===== src/common/scs_pkg.sv =====
package scs_pkg;

  // ****************************************
  // register indices, byte address is four times the index
  // ****************************************
  localparam logic [7:0] TBT_IDX = 8'h36;
  localparam logic [7:0] DIV_IDX = 8'h37;
  localparam logic [7:0] SC1_IDX = 8'h38;
  localparam logic [7:0] SC2_IDX = 8'h39;
  localparam logic [7:0] STAT_IDX = 8'h3a;

  // ****************************************
  // reset values
  // ****************************************
  localparam logic [7:0] TBT_RST = 8'h00;
  localparam logic [7:0] DIV_RST = 8'h00;
  localparam logic [7:0] SC1_RST = 8'h00;
  localparam logic [7:0] SC2_RST = 8'h80;

  // ****************************************
  // field positions
  // ****************************************
  localparam int TBT_DIVOUT_ENABLE_BIT = 7;
  localparam int TBT_DIVOUT_FREQ_SEL_LSB = 5;
  localparam int TBT_EN_BIT = 3;
  localparam int TBT_CK_LSB = 0;
  localparam int DIV_DIVIDER_INPUT_SELECT_BIT = 5;
  localparam int SC1_STOP_BIT = 7;
  localparam int SC1_STOP_RELEASE_SELECT_BIT = 6;
  localparam int SC1_RETM_BIT = 5;
  localparam int SC1_OUTEN_BIT = 4;
  localparam int SC1_WUT_LSB = 2;
  localparam int SC2_XEN_BIT = 7;
  localparam int SC2_SYSCK_BIT = 5;
  localparam int SC2_IDLE_BIT = 4;

  // ****************************************
  // timing generator and warm-up, in fc periods
  // ****************************************
  localparam int PRE_STAGES = 3;
  localparam int DIV_STAGES = 21;
  localparam int MC_MAX = 15;
  localparam int WDT_TAP = 15;
  localparam int TMR_TAP = 7;
  localparam int WARM_TAP = 13;
  localparam int DVO_TAP [4] = '{12, 11, 10, 9};
  localparam int TBT_TAP [8] = '{22, 20, 18, 16, 15, 13, 11, 6};
  localparam int WARM_LONG_FC = 196608;
  localparam int WARM_MID_FC = 65536;
  localparam int WARM_SHORT_FC = 16384;

  typedef enum logic [3:0] {
    MODE_NORMAL = 4'b0001,
    MODE_IDLE = 4'b0010,
    MODE_STOP = 4'b0100,
    MODE_WARM = 4'b1000
  } scs_mode_type;

  typedef struct packed {
    logic osc;
    logic cpu;
    logic wdt;
    logic periph;
    logic portHold;
  } scs_clk_en_type;

  typedef struct packed {
    logic divOut;
    logic tbt;
    logic wdt;
    logic tmr;
    logic warm;
  } scs_tick_type;

endpackage


===== src/hw/scs_clock_standby.sv =====
// Our own choice: the Wishbone slave port.
module scs_clock_standby #(
  parameter int unsigned WarmLongCycles = scs_pkg::WARM_LONG_FC,
  parameter int unsigned WarmMidCycles = scs_pkg::WARM_MID_FC,
  parameter int unsigned WarmShortCycles = scs_pkg::WARM_SHORT_FC
) (
  input wire logic clk,
  input wire logic arst_n,
  input wire logic wbCyc,
  input wire logic wbStb,
  input wire logic wbWe,
  input wire logic [7:0] wbAdr,
  input wire logic [3:0] wbSel,
  input wire logic [31:0] wbDatW,
  output logic [31:0] wbDatR,
  output logic wbAck,
  input wire logic stopReleasePin,
  input wire logic irqPeriph,
  input wire logic irqExt,
  input wire logic interruptMasterEnable,
  input wire logic [3:0] instrLen,
  output scs_pkg::scs_clk_en_type clkEn,
  output scs_pkg::scs_tick_type ticks,
  output logic [1:0] mcState,
  output logic instrDone,
  output logic takeIrq,
  output logic resumeNext,
  output logic sysResetReq,
  output scs_pkg::scs_mode_type mode
);

  localparam int CW = scs_pkg::PRE_STAGES + scs_pkg::DIV_STAGES;

  if (WarmShortCycles < 1 || WarmMidCycles < 1 || WarmLongCycles < 1 ||
      (WarmLongCycles << 1) >= (1 << CW)) begin : g_chk
    $error("warm-up counts out of range");
  end

  // ****************************************
  // register bus
  // ****************************************
  logic ack_q;
  logic [31:0] rdat_q;
  logic [7:0] tbt_q;
  logic divider_input_select_q;
  logic stop_q;
  logic stop_release_select_q;
  logic retm_q;
  logic outen_q;
  logic [1:0] wut_q;
  logic xen_q;
  logic sysck_q;
  logic idle_q;
  logic rst_q;
  logic acc;
  logic wr;
  logic [7:0] idx;
  logic [7:0] wd;
  scs_pkg::scs_mode_type mode_q;
  scs_pkg::scs_mode_type mode_d;

  assign acc = wbCyc && wbStb && !ack_q;
  assign wr = acc && wbWe && wbSel[0];
  assign idx = {2'h0, wbAdr[7:2]};
  assign wd = wbDatW[7:0];
  assign wbAck = ack_q;
  assign wbDatR = rdat_q;

  always_ff @(posedge clk or negedge arst_n) begin
    if (!arst_n) begin
      ack_q <= 1'b0;
    end else begin
      ack_q <= acc;
    end
  end

  always_ff @(posedge clk or negedge arst_n) begin
    if (!arst_n) begin
      rdat_q <= 32'h0;
    end else if (acc) begin
      if (idx == scs_pkg::TBT_IDX) begin
        rdat_q <= {24'h0, tbt_q};
      end else if (idx == scs_pkg::DIV_IDX) begin
        rdat_q <= {26'h0, divider_input_select_q, 5'h0};
      end else if (idx == scs_pkg::SC1_IDX) begin
        rdat_q <= {24'h0, stop_q, stop_release_select_q, retm_q, outen_q, wut_q, 2'h0};
      end else if (idx == scs_pkg::SC2_IDX) begin
        rdat_q <= {24'h0, xen_q, 1'b0, sysck_q, idle_q, 4'h0};
      end else if (idx == scs_pkg::STAT_IDX) begin
        rdat_q <= {28'h0, mode_q};
      end else begin
        rdat_q <= 32'h0;
      end
    end
  end

  // time base register, bit four held at zero
  always_ff @(posedge clk or negedge arst_n) begin
    if (!arst_n) begin
      tbt_q <= scs_pkg::TBT_RST;
    end else if (wr && idx == scs_pkg::TBT_IDX) begin
      tbt_q <= {wd[7:5], 1'b0, wd[3:0]};
    end
  end

  always_ff @(posedge clk or negedge arst_n) begin
    if (!arst_n) begin
      divider_input_select_q <= scs_pkg::DIV_RST[scs_pkg::DIV_DIVIDER_INPUT_SELECT_BIT];
    end else if (wr && idx == scs_pkg::DIV_IDX) begin
      divider_input_select_q <= wd[scs_pkg::DIV_DIVIDER_INPUT_SELECT_BIT];
    end
  end

  // stop bit: a software set wins over the hardware clear
  always_ff @(posedge clk or negedge arst_n) begin
    if (!arst_n) begin
      stop_q <= scs_pkg::SC1_RST[scs_pkg::SC1_STOP_BIT];
      stop_release_select_q <= scs_pkg::SC1_RST[scs_pkg::SC1_STOP_RELEASE_SELECT_BIT];
      retm_q <= scs_pkg::SC1_RST[scs_pkg::SC1_RETM_BIT];
      outen_q <= scs_pkg::SC1_RST[scs_pkg::SC1_OUTEN_BIT];
      wut_q <= scs_pkg::SC1_RST[scs_pkg::SC1_WUT_LSB+:2];
    end else if (wr && idx == scs_pkg::SC1_IDX) begin
      stop_q <= wd[scs_pkg::SC1_STOP_BIT] ||
        (stop_q && !(mode_d == scs_pkg::MODE_WARM && mode_q != scs_pkg::MODE_WARM));
      stop_release_select_q <= wd[scs_pkg::SC1_STOP_RELEASE_SELECT_BIT];
      retm_q <= wd[scs_pkg::SC1_RETM_BIT];
      outen_q <= wd[scs_pkg::SC1_OUTEN_BIT];
      wut_q <= wd[scs_pkg::SC1_WUT_LSB+:2];
    end else if (mode_d == scs_pkg::MODE_WARM && mode_q != scs_pkg::MODE_WARM) begin
      stop_q <= 1'b0;
    end
  end

  // oscillator and clock select, rewritten when warm-up ends
  always_ff @(posedge clk or negedge arst_n) begin
    if (!arst_n) begin
      xen_q <= scs_pkg::SC2_RST[scs_pkg::SC2_XEN_BIT];
      sysck_q <= scs_pkg::SC2_RST[scs_pkg::SC2_SYSCK_BIT];
    end else if (wr && idx == scs_pkg::SC2_IDX) begin
      xen_q <= wd[scs_pkg::SC2_XEN_BIT];
      sysck_q <= wd[scs_pkg::SC2_SYSCK_BIT];
    end else if (mode_q == scs_pkg::MODE_WARM && mode_d == scs_pkg::MODE_NORMAL) begin
      xen_q <= 1'b1;
      sysck_q <= 1'b0;
    end
  end

  // idle bit: cleared on wake, a software set wins
  always_ff @(posedge clk or negedge arst_n) begin
    if (!arst_n) begin
      idle_q <= scs_pkg::SC2_RST[scs_pkg::SC2_IDLE_BIT];
    end else if (wr && idx == scs_pkg::SC2_IDX) begin
      idle_q <= wd[scs_pkg::SC2_IDLE_BIT];
    end else if (mode_q == scs_pkg::MODE_IDLE && mode_d == scs_pkg::MODE_NORMAL) begin
      idle_q <= 1'b0;
    end
  end

  // oscillator switched off by software resets the device
  always_ff @(posedge clk or negedge arst_n) begin
    if (!arst_n) begin
      rst_q <= 1'b0;
    end else begin
      rst_q <= wr && idx == scs_pkg::SC2_IDX && !wd[scs_pkg::SC2_XEN_BIT];
    end
  end
  assign sysResetReq = rst_q;

  // ****************************************
  // release pin filter
  // ****************************************
  logic [2:0] pinS_q;
  logic pinF_q;
  logic pinP_q;
  logic relEvt;

  always_ff @(posedge clk or negedge arst_n) begin
    if (!arst_n) begin
      pinS_q <= 3'h0;
      pinF_q <= 1'b0;
      pinP_q <= 1'b0;
    end else begin
      pinS_q <= {pinS_q[1:0], stopReleasePin};
      if (pinS_q[1] == pinS_q[2]) begin
        pinF_q <= pinS_q[2];
      end
      pinP_q <= pinF_q;
    end
  end
  assign relEvt = stop_release_select_q ? pinF_q : (pinF_q && !pinP_q);

  // ****************************************
  // mode control
  // ****************************************
  logic wake;
  logic warmDone;
  logic [CW-1:0] cnt_q;
  logic [CW-1:0] warmTgt;

  assign wake = irqPeriph || irqExt;

  always_comb begin
    mode_d = mode_q;
    case (mode_q)
      scs_pkg::MODE_NORMAL: begin
        if (stop_q) begin
          mode_d = (stop_release_select_q && pinF_q) ? scs_pkg::MODE_WARM : scs_pkg::MODE_STOP;
        end else if (idle_q) begin
          mode_d = scs_pkg::MODE_IDLE;
        end
      end
      scs_pkg::MODE_IDLE: begin
        if (wake) begin
          mode_d = scs_pkg::MODE_NORMAL;
        end
      end
      scs_pkg::MODE_STOP: begin
        if (relEvt) begin
          mode_d = scs_pkg::MODE_WARM;
        end
      end
      scs_pkg::MODE_WARM: begin
        if (warmDone) begin
          mode_d = scs_pkg::MODE_NORMAL;
        end
      end
      default: begin
        mode_d = scs_pkg::MODE_NORMAL;
      end
    endcase
  end

  always_ff @(posedge clk or negedge arst_n) begin
    if (!arst_n) begin
      mode_q <= scs_pkg::MODE_NORMAL;
    end else begin
      mode_q <= mode_d;
    end
  end
  assign mode = mode_q;

  // clock gates follow the mode
  assign clkEn.osc = xen_q && mode_q != scs_pkg::MODE_STOP;
  assign clkEn.cpu = mode_q == scs_pkg::MODE_NORMAL;
  assign clkEn.wdt = mode_q == scs_pkg::MODE_NORMAL;
  assign clkEn.periph = mode_q == scs_pkg::MODE_NORMAL || mode_q == scs_pkg::MODE_IDLE;
  assign clkEn.portHold = mode_q == scs_pkg::MODE_STOP && outen_q;

  // wake outcome depends on master enable
  always_ff @(posedge clk or negedge arst_n) begin
    if (!arst_n) begin
      takeIrq <= 1'b0;
      resumeNext <= 1'b0;
    end else begin
      takeIrq <= mode_q == scs_pkg::MODE_IDLE && wake && interruptMasterEnable;
      resumeNext <= mode_q == scs_pkg::MODE_IDLE && wake && !interruptMasterEnable;
    end
  end

  // ****************************************
  // timing generator
  // ****************************************
  logic clrDiv;
  logic [CW-1:0] carry;

  assign clrDiv = (mode_d != mode_q) &&
    (mode_d == scs_pkg::MODE_STOP || mode_q == scs_pkg::MODE_STOP || mode_d == scs_pkg::MODE_WARM);

  always_ff @(posedge clk or negedge arst_n) begin
    if (!arst_n) begin
      cnt_q <= '0;
    end else if (clrDiv) begin
      cnt_q <= '0;
    end else if (mode_q != scs_pkg::MODE_STOP) begin
      cnt_q <= cnt_q + 1'b1;
    end
  end

  always_comb begin
    carry[0] = cnt_q[0];
    for (int k = 1; k < CW; k++) begin
      carry[k] = carry[k-1] && cnt_q[k];
    end
  end

  always_ff @(posedge clk or negedge arst_n) begin
    if (!arst_n) begin
      ticks <= '0;
    end else begin
      ticks.divOut <= tbt_q[scs_pkg::TBT_DIVOUT_ENABLE_BIT] &&
        carry[scs_pkg::DVO_TAP[tbt_q[scs_pkg::TBT_DIVOUT_FREQ_SEL_LSB+:2]]];
      ticks.tbt <= tbt_q[scs_pkg::TBT_EN_BIT] && carry[scs_pkg::TBT_TAP[tbt_q[scs_pkg::TBT_CK_LSB+:3]]];
      ticks.wdt <= clkEn.wdt && carry[scs_pkg::WDT_TAP];
      ticks.tmr <= clkEn.periph && carry[scs_pkg::TMR_TAP];
      ticks.warm <= mode_q == scs_pkg::MODE_WARM && carry[scs_pkg::WARM_TAP];
    end
  end

  // warm-up length from the code and divider input select
  always_comb begin
    case (wut_q)
      2'b00: warmTgt = CW'(WarmLongCycles);
      2'b01: warmTgt = CW'(WarmMidCycles);
      default: warmTgt = CW'(WarmShortCycles);
    endcase
    if (divider_input_select_q) begin
      warmTgt = warmTgt << 1;
    end
  end
  assign warmDone = cnt_q == warmTgt - 1'b1;

  // ****************************************
  // machine cycle counter
  // ****************************************
  logic [1:0] st_q;
  logic [3:0] cyc_q;
  logic [3:0] lenEff;
  logic done_q;

  assign lenEff = (instrLen == 4'h0) ? 4'h1 : instrLen;

  always_ff @(posedge clk or negedge arst_n) begin
    if (!arst_n) begin
      st_q <= 2'h0;
      cyc_q <= 4'h0;
      done_q <= 1'b0;
    end else begin
      done_q <= 1'b0;
      if (clrDiv) begin
        st_q <= 2'h0;
        cyc_q <= 4'h0;
      end else if (clkEn.cpu) begin
        st_q <= st_q + 2'h1;
        if (st_q == 2'h3) begin
          if (cyc_q + 4'h1 >= lenEff) begin
            cyc_q <= 4'h0;
            done_q <= 1'b1;
          end else begin
            cyc_q <= cyc_q + 4'h1;
          end
        end
      end
    end
  end
  assign mcState = st_q;
  assign instrDone = done_q;
endmodule


===== config.mk =====
export PLATFORM = sky130hd
export DESIGN_NAME = scs_clock_standby
export DESIGN_NICKNAME = d
export VERILOG_FILES = /design/src/common/scs_pkg.sv /design/src/hw/scs_clock_standby.sv
export SDC_FILE = /design/constraint.sdc
export NUM_CORES = 1
export LEC_CHECK = 0
export BUFFER_PORTS_ARGS = -buffer_cell sky130_fd_sc_hd__buf_2
export CAP_MARGIN = 20
export CORE_MARGIN = 2
export CORE_UTILIZATION = 53
export DETAILED_ROUTE_END_ITERATION = 8
export PLACE_DENSITY = 0.8
export SLEW_MARGIN = 20
export SYNTH_ARGS = -nofsm -noshare
export SYNTH_HDL_FRONTEND = slang
export SYNTH_SLANG_ARGS = --single-unit

===== constraint.sdc =====
create_clock -name clk -period 3.7 [get_ports clk]
set_input_delay 0 -clock clk [delete_from_list [all_inputs] [get_ports clk]]
set_output_delay 0 -clock clk [all_outputs]
set_load 0.05 [all_outputs]

---- Word level (Yosys, flattened, before mapping) ----
Memories as Yosys holds them, arrays and structs flattened.
Index checks and enable logic that the tools add are counted.
cells by class
  add/subtract/negate cells ............... 4
  $mul .................................... 0
  divide/modulo/power cells ............... 0
  magnitude comparators ................... 5
  eq/ne operators ......................... 19
  shifts and indexed selects .............. 0
  mux-type cells .......................... 47
  bitwise operators ....................... 2
  reductions and logical operators ........ 68
operator list
  kind                                                          number
  2-to-1 mux 32 bit                                             4
  2-to-1 mux 24 bit                                             3
  binary-select mux 32 bit (select 2 bit)                       1
  less-than comparator 32 x 7 -> 1 bit (second input constant)  2
  logical AND 1 bit                                             49
  2-to-1 mux 4 bit                                              12
  case mux 18 bit (2 select lines)                              1
  2-to-1 mux 8 bit                                              4
  == test 6 bit (second input constant)                         5
  adder 24 x 1 -> 24 bit (second input constant)                1
  == test 24 bit                                                1
  subtractor 24 x 1 -> 24 bit (second input constant)           1
  2-to-1 mux 1 bit                                              17
  case mux 4 bit (4 select lines)                               1
  nonzero test 2 bit                                            6
  binary-select mux 1 bit (select 5 bit)                        2
  == test 4 x 1 -> 1 bit (second input constant)                2
  == test 4 x 3 -> 1 bit (second input constant)                2
  == test 4 bit (second input constant)                         2
  logical NOT 1 bit                                             5
  logical OR 1 bit                                              5
  adder 4 x 1 -> 4 bit (second input constant)                  1
  == test 4 x 2 -> 1 bit (second input constant)                1
  greater-or-equal comparator 4 bit                             1
  15 further kinds                                              16
storage, ports and cells
  register bits after elaboration ......... 98
  latch bits .............................. 0
  memory bits (writable) .................. 0
  ROM bits ................................ 256
  output and inout bits ................... 53
  memories ................................ 1
memory list
  memory            words  bits a word  read ports  clocked after Yosys merged registers in  write ports  line                      text
  (name not given)  8      32           1           0                                        0            scs_clock_standby.sv:292  ticks.tbt <= tbt_q[scs_pkg::TBT_EN_BIT] && carry[scs_pkg::TBT_TAP[tbt_q[scs_pkg::TBT_CK_LSB+:3]]];

---- Logic depth before layout (Yosys ltp) ----
  depth in word-level cells ............... 27
  mapped depth ............................ 13
  gate-level depth less buffers ........... 12

---- Worst setup path after synthesis ----
OpenSTA, ideal clock, no wires.
  path kind ............................... register -> register
  start point ............................. register wut_q[1]
  end point ............................... register done_q (netlist: instrDone)
  library setup time ...................... 0.081 ns
  arrival ................................. 2.594 ns
  setup slack ............................. 1.025 ns
  cell stages (with the launch flop) ...... 14
  path buffers ............................ 2
  period minus slack after synthesis ...... 2.675 ns
  cell sequence ........................... dfrtp_1 > clkbuf_1 > ha_1 > inv_1 > ha_1 > nor3b_1 > ha_1 > xnor2_1 > nor4_2 > and4b_1 > nand4bb_1 > o211a_2 > buf_2 > nor3b_2
between the ends
  longest elaborated chain between the ends .. 12
RTL lines
  element                                                             line                      text
  start, declared                                                     scs_clock_standby.sv:50   logic [1:0] wut_q;
  start signal, assigned                                              scs_clock_standby.sv:121  wut_q <= scs_pkg::SC1_RST[scs_pkg::SC1_WUT_LSB+:2];
  start signal, assigned                                              scs_clock_standby.sv:128  wut_q <= wd[scs_pkg::SC1_WUT_LSB+:2];
  == test 2 x 1 -> 1 bit / logical NOT 2 bit (equally long branches)  scs_clock_standby.sv:301  case (wut_q)
  case mux 18 bit (2 select lines) (*)                                scs_clock_standby.sv:301
  2-to-1 mux 24 bit (*)                                               scs_clock_standby.sv:306  if (divider_input_select_q) begin
  subtractor 24 x 1 -> 24 bit (*)                                     scs_clock_standby.sv:310  assign warmDone = cnt_q == warmTgt - 1'b1;
  == test 24 bit (*)                                                  scs_clock_standby.sv:310
  2-to-1 mux 4 bit (*)                                                scs_clock_standby.sv:223  if (warmDone) begin
  case mux 4 bit (4 select lines) (*)                                 scs_clock_standby.sv:204  case (mode_q)
  == test 4 x 3 -> 1 bit                                              scs_clock_standby.sv:267  (mode_d == scs_pkg::MODE_STOP || mode_q == scs_pkg::MODE_STOP || mode_d == scs_pkg::MODE_WARM);
  logical OR 1 bit (2 in a row)                                       scs_clock_standby.sv:267
  logical AND 1 bit (*)                                               scs_clock_standby.sv:266  assign clrDiv = (mode_d != mode_q) &&
  2-to-1 mux 1 bit (*)                                                scs_clock_standby.sv:329  if (clrDiv) begin
  end signal, assigned                                                scs_clock_standby.sv:326  done_q <= 1'b0;
  end signal, assigned                                                scs_clock_standby.sv:328  done_q <= 1'b0;
  end signal, assigned                                                scs_clock_standby.sv:337  done_q <= 1'b1;
  end, declared                                                       scs_clock_standby.sv:318  logic done_q;
Every way passes the cells marked *; elsewhere a longest branch is shown, timed or not.
A chain may end at the register's enable or synchronous reset.

---- Worst setup path after layout ----
  start point ............................. register divider_input_select_q
  end point ............................... register cnt_q[0]
between the ends
  longest elaborated chain between the ends .. 10
RTL lines
  element                                                         line                      text
  start, declared                                                 scs_clock_standby.sv:45   logic divider_input_select_q;
  start signal, assigned                                          scs_clock_standby.sv:108  divider_input_select_q <= scs_pkg::DIV_RST[scs_pkg::DIV_DIVIDER_INPUT_SELECT_BIT];
  start signal, assigned                                          scs_clock_standby.sv:110  divider_input_select_q <= wd[scs_pkg::DIV_DIVIDER_INPUT_SELECT_BIT];
  2-to-1 mux 24 bit (*)                                           scs_clock_standby.sv:306
  subtractor 24 x 1 -> 24 bit (*)                                 scs_clock_standby.sv:310
  == test 24 bit (*)                                              scs_clock_standby.sv:310
  2-to-1 mux 4 bit (*)                                            scs_clock_standby.sv:223
  case mux 4 bit (4 select lines) (*)                             scs_clock_standby.sv:204
  == test 4 x 3 -> 1 bit                                          scs_clock_standby.sv:267
  logical OR 1 bit (2 in a row)                                   scs_clock_standby.sv:267
  logical AND 1 bit (*)                                           scs_clock_standby.sv:266
  2-to-1 mux 24 bit / nonzero test 2 bit (equally long branches)  -
  end signal, assigned                                            scs_clock_standby.sv:275  cnt_q <= cnt_q + 1'b1;
  end, declared                                                   scs_clock_standby.sv:197  logic [CW-1:0] cnt_q;
Marks and branches as above.

==> impl_metrics.yaml <==
outcome:
  outcome: "finished, final reports clean"
die:
  pin_count: 110
  dieArea_um2: 8456
  start_util: 0.5390
  rows: 32
  core_area_um2: 7607
  fp.dieH_um: 91.96
  die_w_um: 91.96
cts:
  cts.sinks: 74
  root_buffer: "clkbuf_8"
  clockBufferDepth: 2
  cts_tree: "done"
  post_cts_buffers: 0
  htree_levels: 3
  insertion_delay_ps: 360
  path_clk_slew_ps: 80
  cts_buffers: 9
timing:
  report.final.slew_viol_count: 0
  rsz0062_at_grt: "no"
  setup_slack_ps: 445.0
  worstMarginPinSlew_ps: 962.2
  whs_ps: 64.98
  fmaxAchievable_mhz: 307.2
  finalHoldViolations: 0
  period_minus_slack_ps: 3255
  setup_viol: 0
  slew_headroom: 0.3526
  final.setup.tns_ps: 0
  fin_crit_sh: 0.8797
  clock_skew_ps: 9.987
detailed_routing:
  routed_wl_um: 8877
  via_count: 3216
  wl_met3_um: 452
  post_drt_via_cell_ratio: 5.451
  wl_per_cell_um: 15.05
  drc: 0
  drtIter0Drc: 210
  met1Wirelength_um: 3790
  top_layer: "met4"
  antenna_left: 0
  first_pass_iters: 4
  wl_met2_um: 4434
hold_path:
  hp-class: "primary input to flop"
pwr:
  cellPowerDensity_nw_per_um2: 457.1
  seq_power_share: 0.457
  p_leak_uw: 0.002236
  p_int_uw: 1391
  clkPwrFrac: 0.288
  pwr-share-comb: 0.255
  ir_drop_v: 0.0003306
  p_sw_frac: 0.3515
  p_sw_uw: 754.0
global_routing:
  grt_usage: 0.2204
  antenna_found_initial: 0
  grt_pass1_vias: 3100
  grt_max_degree: 75
  overflow: 0
  grt_pass1_wl_um: 14680
critical_path:
  crit_chain: "inv_1 > ha_1 > inv_1 > ha_1 > nor3b_1 > ha_1 > xnor2_1 > nor4_2 > and4b_1 > nand4bb_1 > o211a_2 > buf_4 > o31ai_1"
  crit_required_ps: 3960
  critical_path_buf_inv_count: 3
  worstPathMaxFanout: 31
  end_kind: "flop"
  crit_top_cell: "ha_1"
  crit_type: "flop to flop"
  slowest_stage: "dfrtp_1"
  worstPathArrival_ps: 3510
  cpPeakStageDelay_ps: 490
  crit_family: "simple AND/OR/NAND/NOR gates"
  startpoint_type: "flop"
flow_run:
  drv_cap: 0
placed_design:
  gp_congestion: 0.8185
  portBuffers: 56
  dp_slack_ps: 429.0
  dpl-instance-area_um2: 4369
  dpl.hpwl_um: 6388
logic_synthesis:
  synthTopCellsByCount: "dfrtp_1, nor2_1, nand2_1"
  synth_most_common_cell: "dfrtp_1"
  syn_inst: 416
  synth_area_um2: 4100
  ys_ff_latch: 74
  avgSynthCellArea_um2: 9.856
  synthArstFlopShare: 1.000
  synth.top_cells.by_area: "dfrtp_1, nor2_1, ha_1, buf_4, xnor2_1"
  ys.flop_type: "dfrtp_1"
  synth_top_area_frac: 0.4394
  ys_types: 63
  yosysTopAreaCell: "dfrtp_1"
  synth-edff-count: 0
  yosys_warnings: 0
  synth.yosys.seq_area_share: 0.4522
layout:
  antenna_cells: 0
  drive_above_1_share: 0.2131
  fin_util: 0.6169
  nets: 556
  finish.instance_area_um2: 4693
  area_delta_synth_final_pct: 14.46
  fillers: 636
==> layout make-up <==
cell class	count	area, um2	share of cell area
clock buffer	9	123.9	0.02639
clock inverter	7	70.07	0.01493
inverter	15	56.30	0.01200
multi-input combinational	311	2026	0.4316
sequential	74	1854	0.3951
tap	102	127.6	0.02719
timing repair buffer	72	435.4	0.09278
==> logic make-up after synthesis <==
logic type,synth area share
AO/OA/AOI/OAI,0.09155
XOR/XNOR,0.06622
adder cells (fa/ha/maj),0.05127
buffers and inverters,0.07476
flip-flops,0.4522
multiplexers,0.04791
other,0.0009146
AND/OR/NAND/NOR,0.2151
==> tightest hold or removal path, delay by kind of cell <==
kind	cells	cell delay (ps)
simple gates	2	200
buf+inv	1	100
compound gates	1	70
==> layout by cell type, fill, tap and decap left out, types with 4 or more instances in the layout <==
cell / count
a21oi_1: 12
a221oi_1: 5
and3_1: 8
buf_2: 55
buf_4: 4
clkbuf_8: 9
conb_1: 24
dfrtp_1: 72
dlygate4sd3_1: 13
ha_1: 16
inv_1: 15
mux2_2: 13
mux2i_1: 5
nand2_1: 33
nand2b_1: 5
nand3_1: 16
nor2_1: 55
nor2b_1: 4
nor3_1: 9
nor4_1: 4
o21ai_0: 11
xnor2_1: 20
xor2_1: 11
==> final timing paths <==
path | start | to | slack (ps) | depth (start not counted)
setup / recovery | divider_input_select_q | cnt_q[0] | 450 | 13
hold / removal | wbAdr[3] | wbDatR[3] | 60 | 4
setup reg to reg | divider_input_select_q | cnt_q[0] | 450 | 13
hold reg to reg | pinS_q[0] | pinS_q[1] | 360 | 0
max in group asynchronous | arst_n | cnt_q[13] | 2770 | 2
min in group asynchronous | arst_n | mcState[1] | 330 | 2
==> timing repair <==
item	in CTS	in global routing
hold buffers	13	0
endpoints found under the hold margin	94	0
gates resized for setup	0	0
==> stage by stage <==
stage / total power, uW / std cells
floorplan: 1407 / 439
global placement: 1500 / 561
detailed placement: 1535 / 561
CTS: 2161 / 590
global route: 2266 / 590
finish: 2145 / 590
==> power groups by stage <==
stage	Clock, uW	Sequential [uW]	Combinational [uW]
after floorplan	0	1060	344
after global routing	662	991	613
after CTS	628	979	554
final	618	980	548
after detailed placement	0	994	541
after global placement	0	989	511
==> per-layer routing <==
| metal | vias to the layer above | global-route usage |
|---|---|---|
| li1 | 1537 | - |
| met1 | 1560 | 0.2865 |
| met2 | 102 | 0.3597 |
| met3 | 17 | 0.04684 |
| met4 | 0 | 0.09204 |
| met5 | - | 0 |
==> registers in the layout (all words and copies together) (netlist names), 2 cells and up <==
register and cells:
cnt_q 24, wbDatR 8, tbt_q 7, ticks 5, cyc_q 4, mode 4, pinS_q 3, mcState 2
wut_q 2
Power figures use the tool's default switching activity.
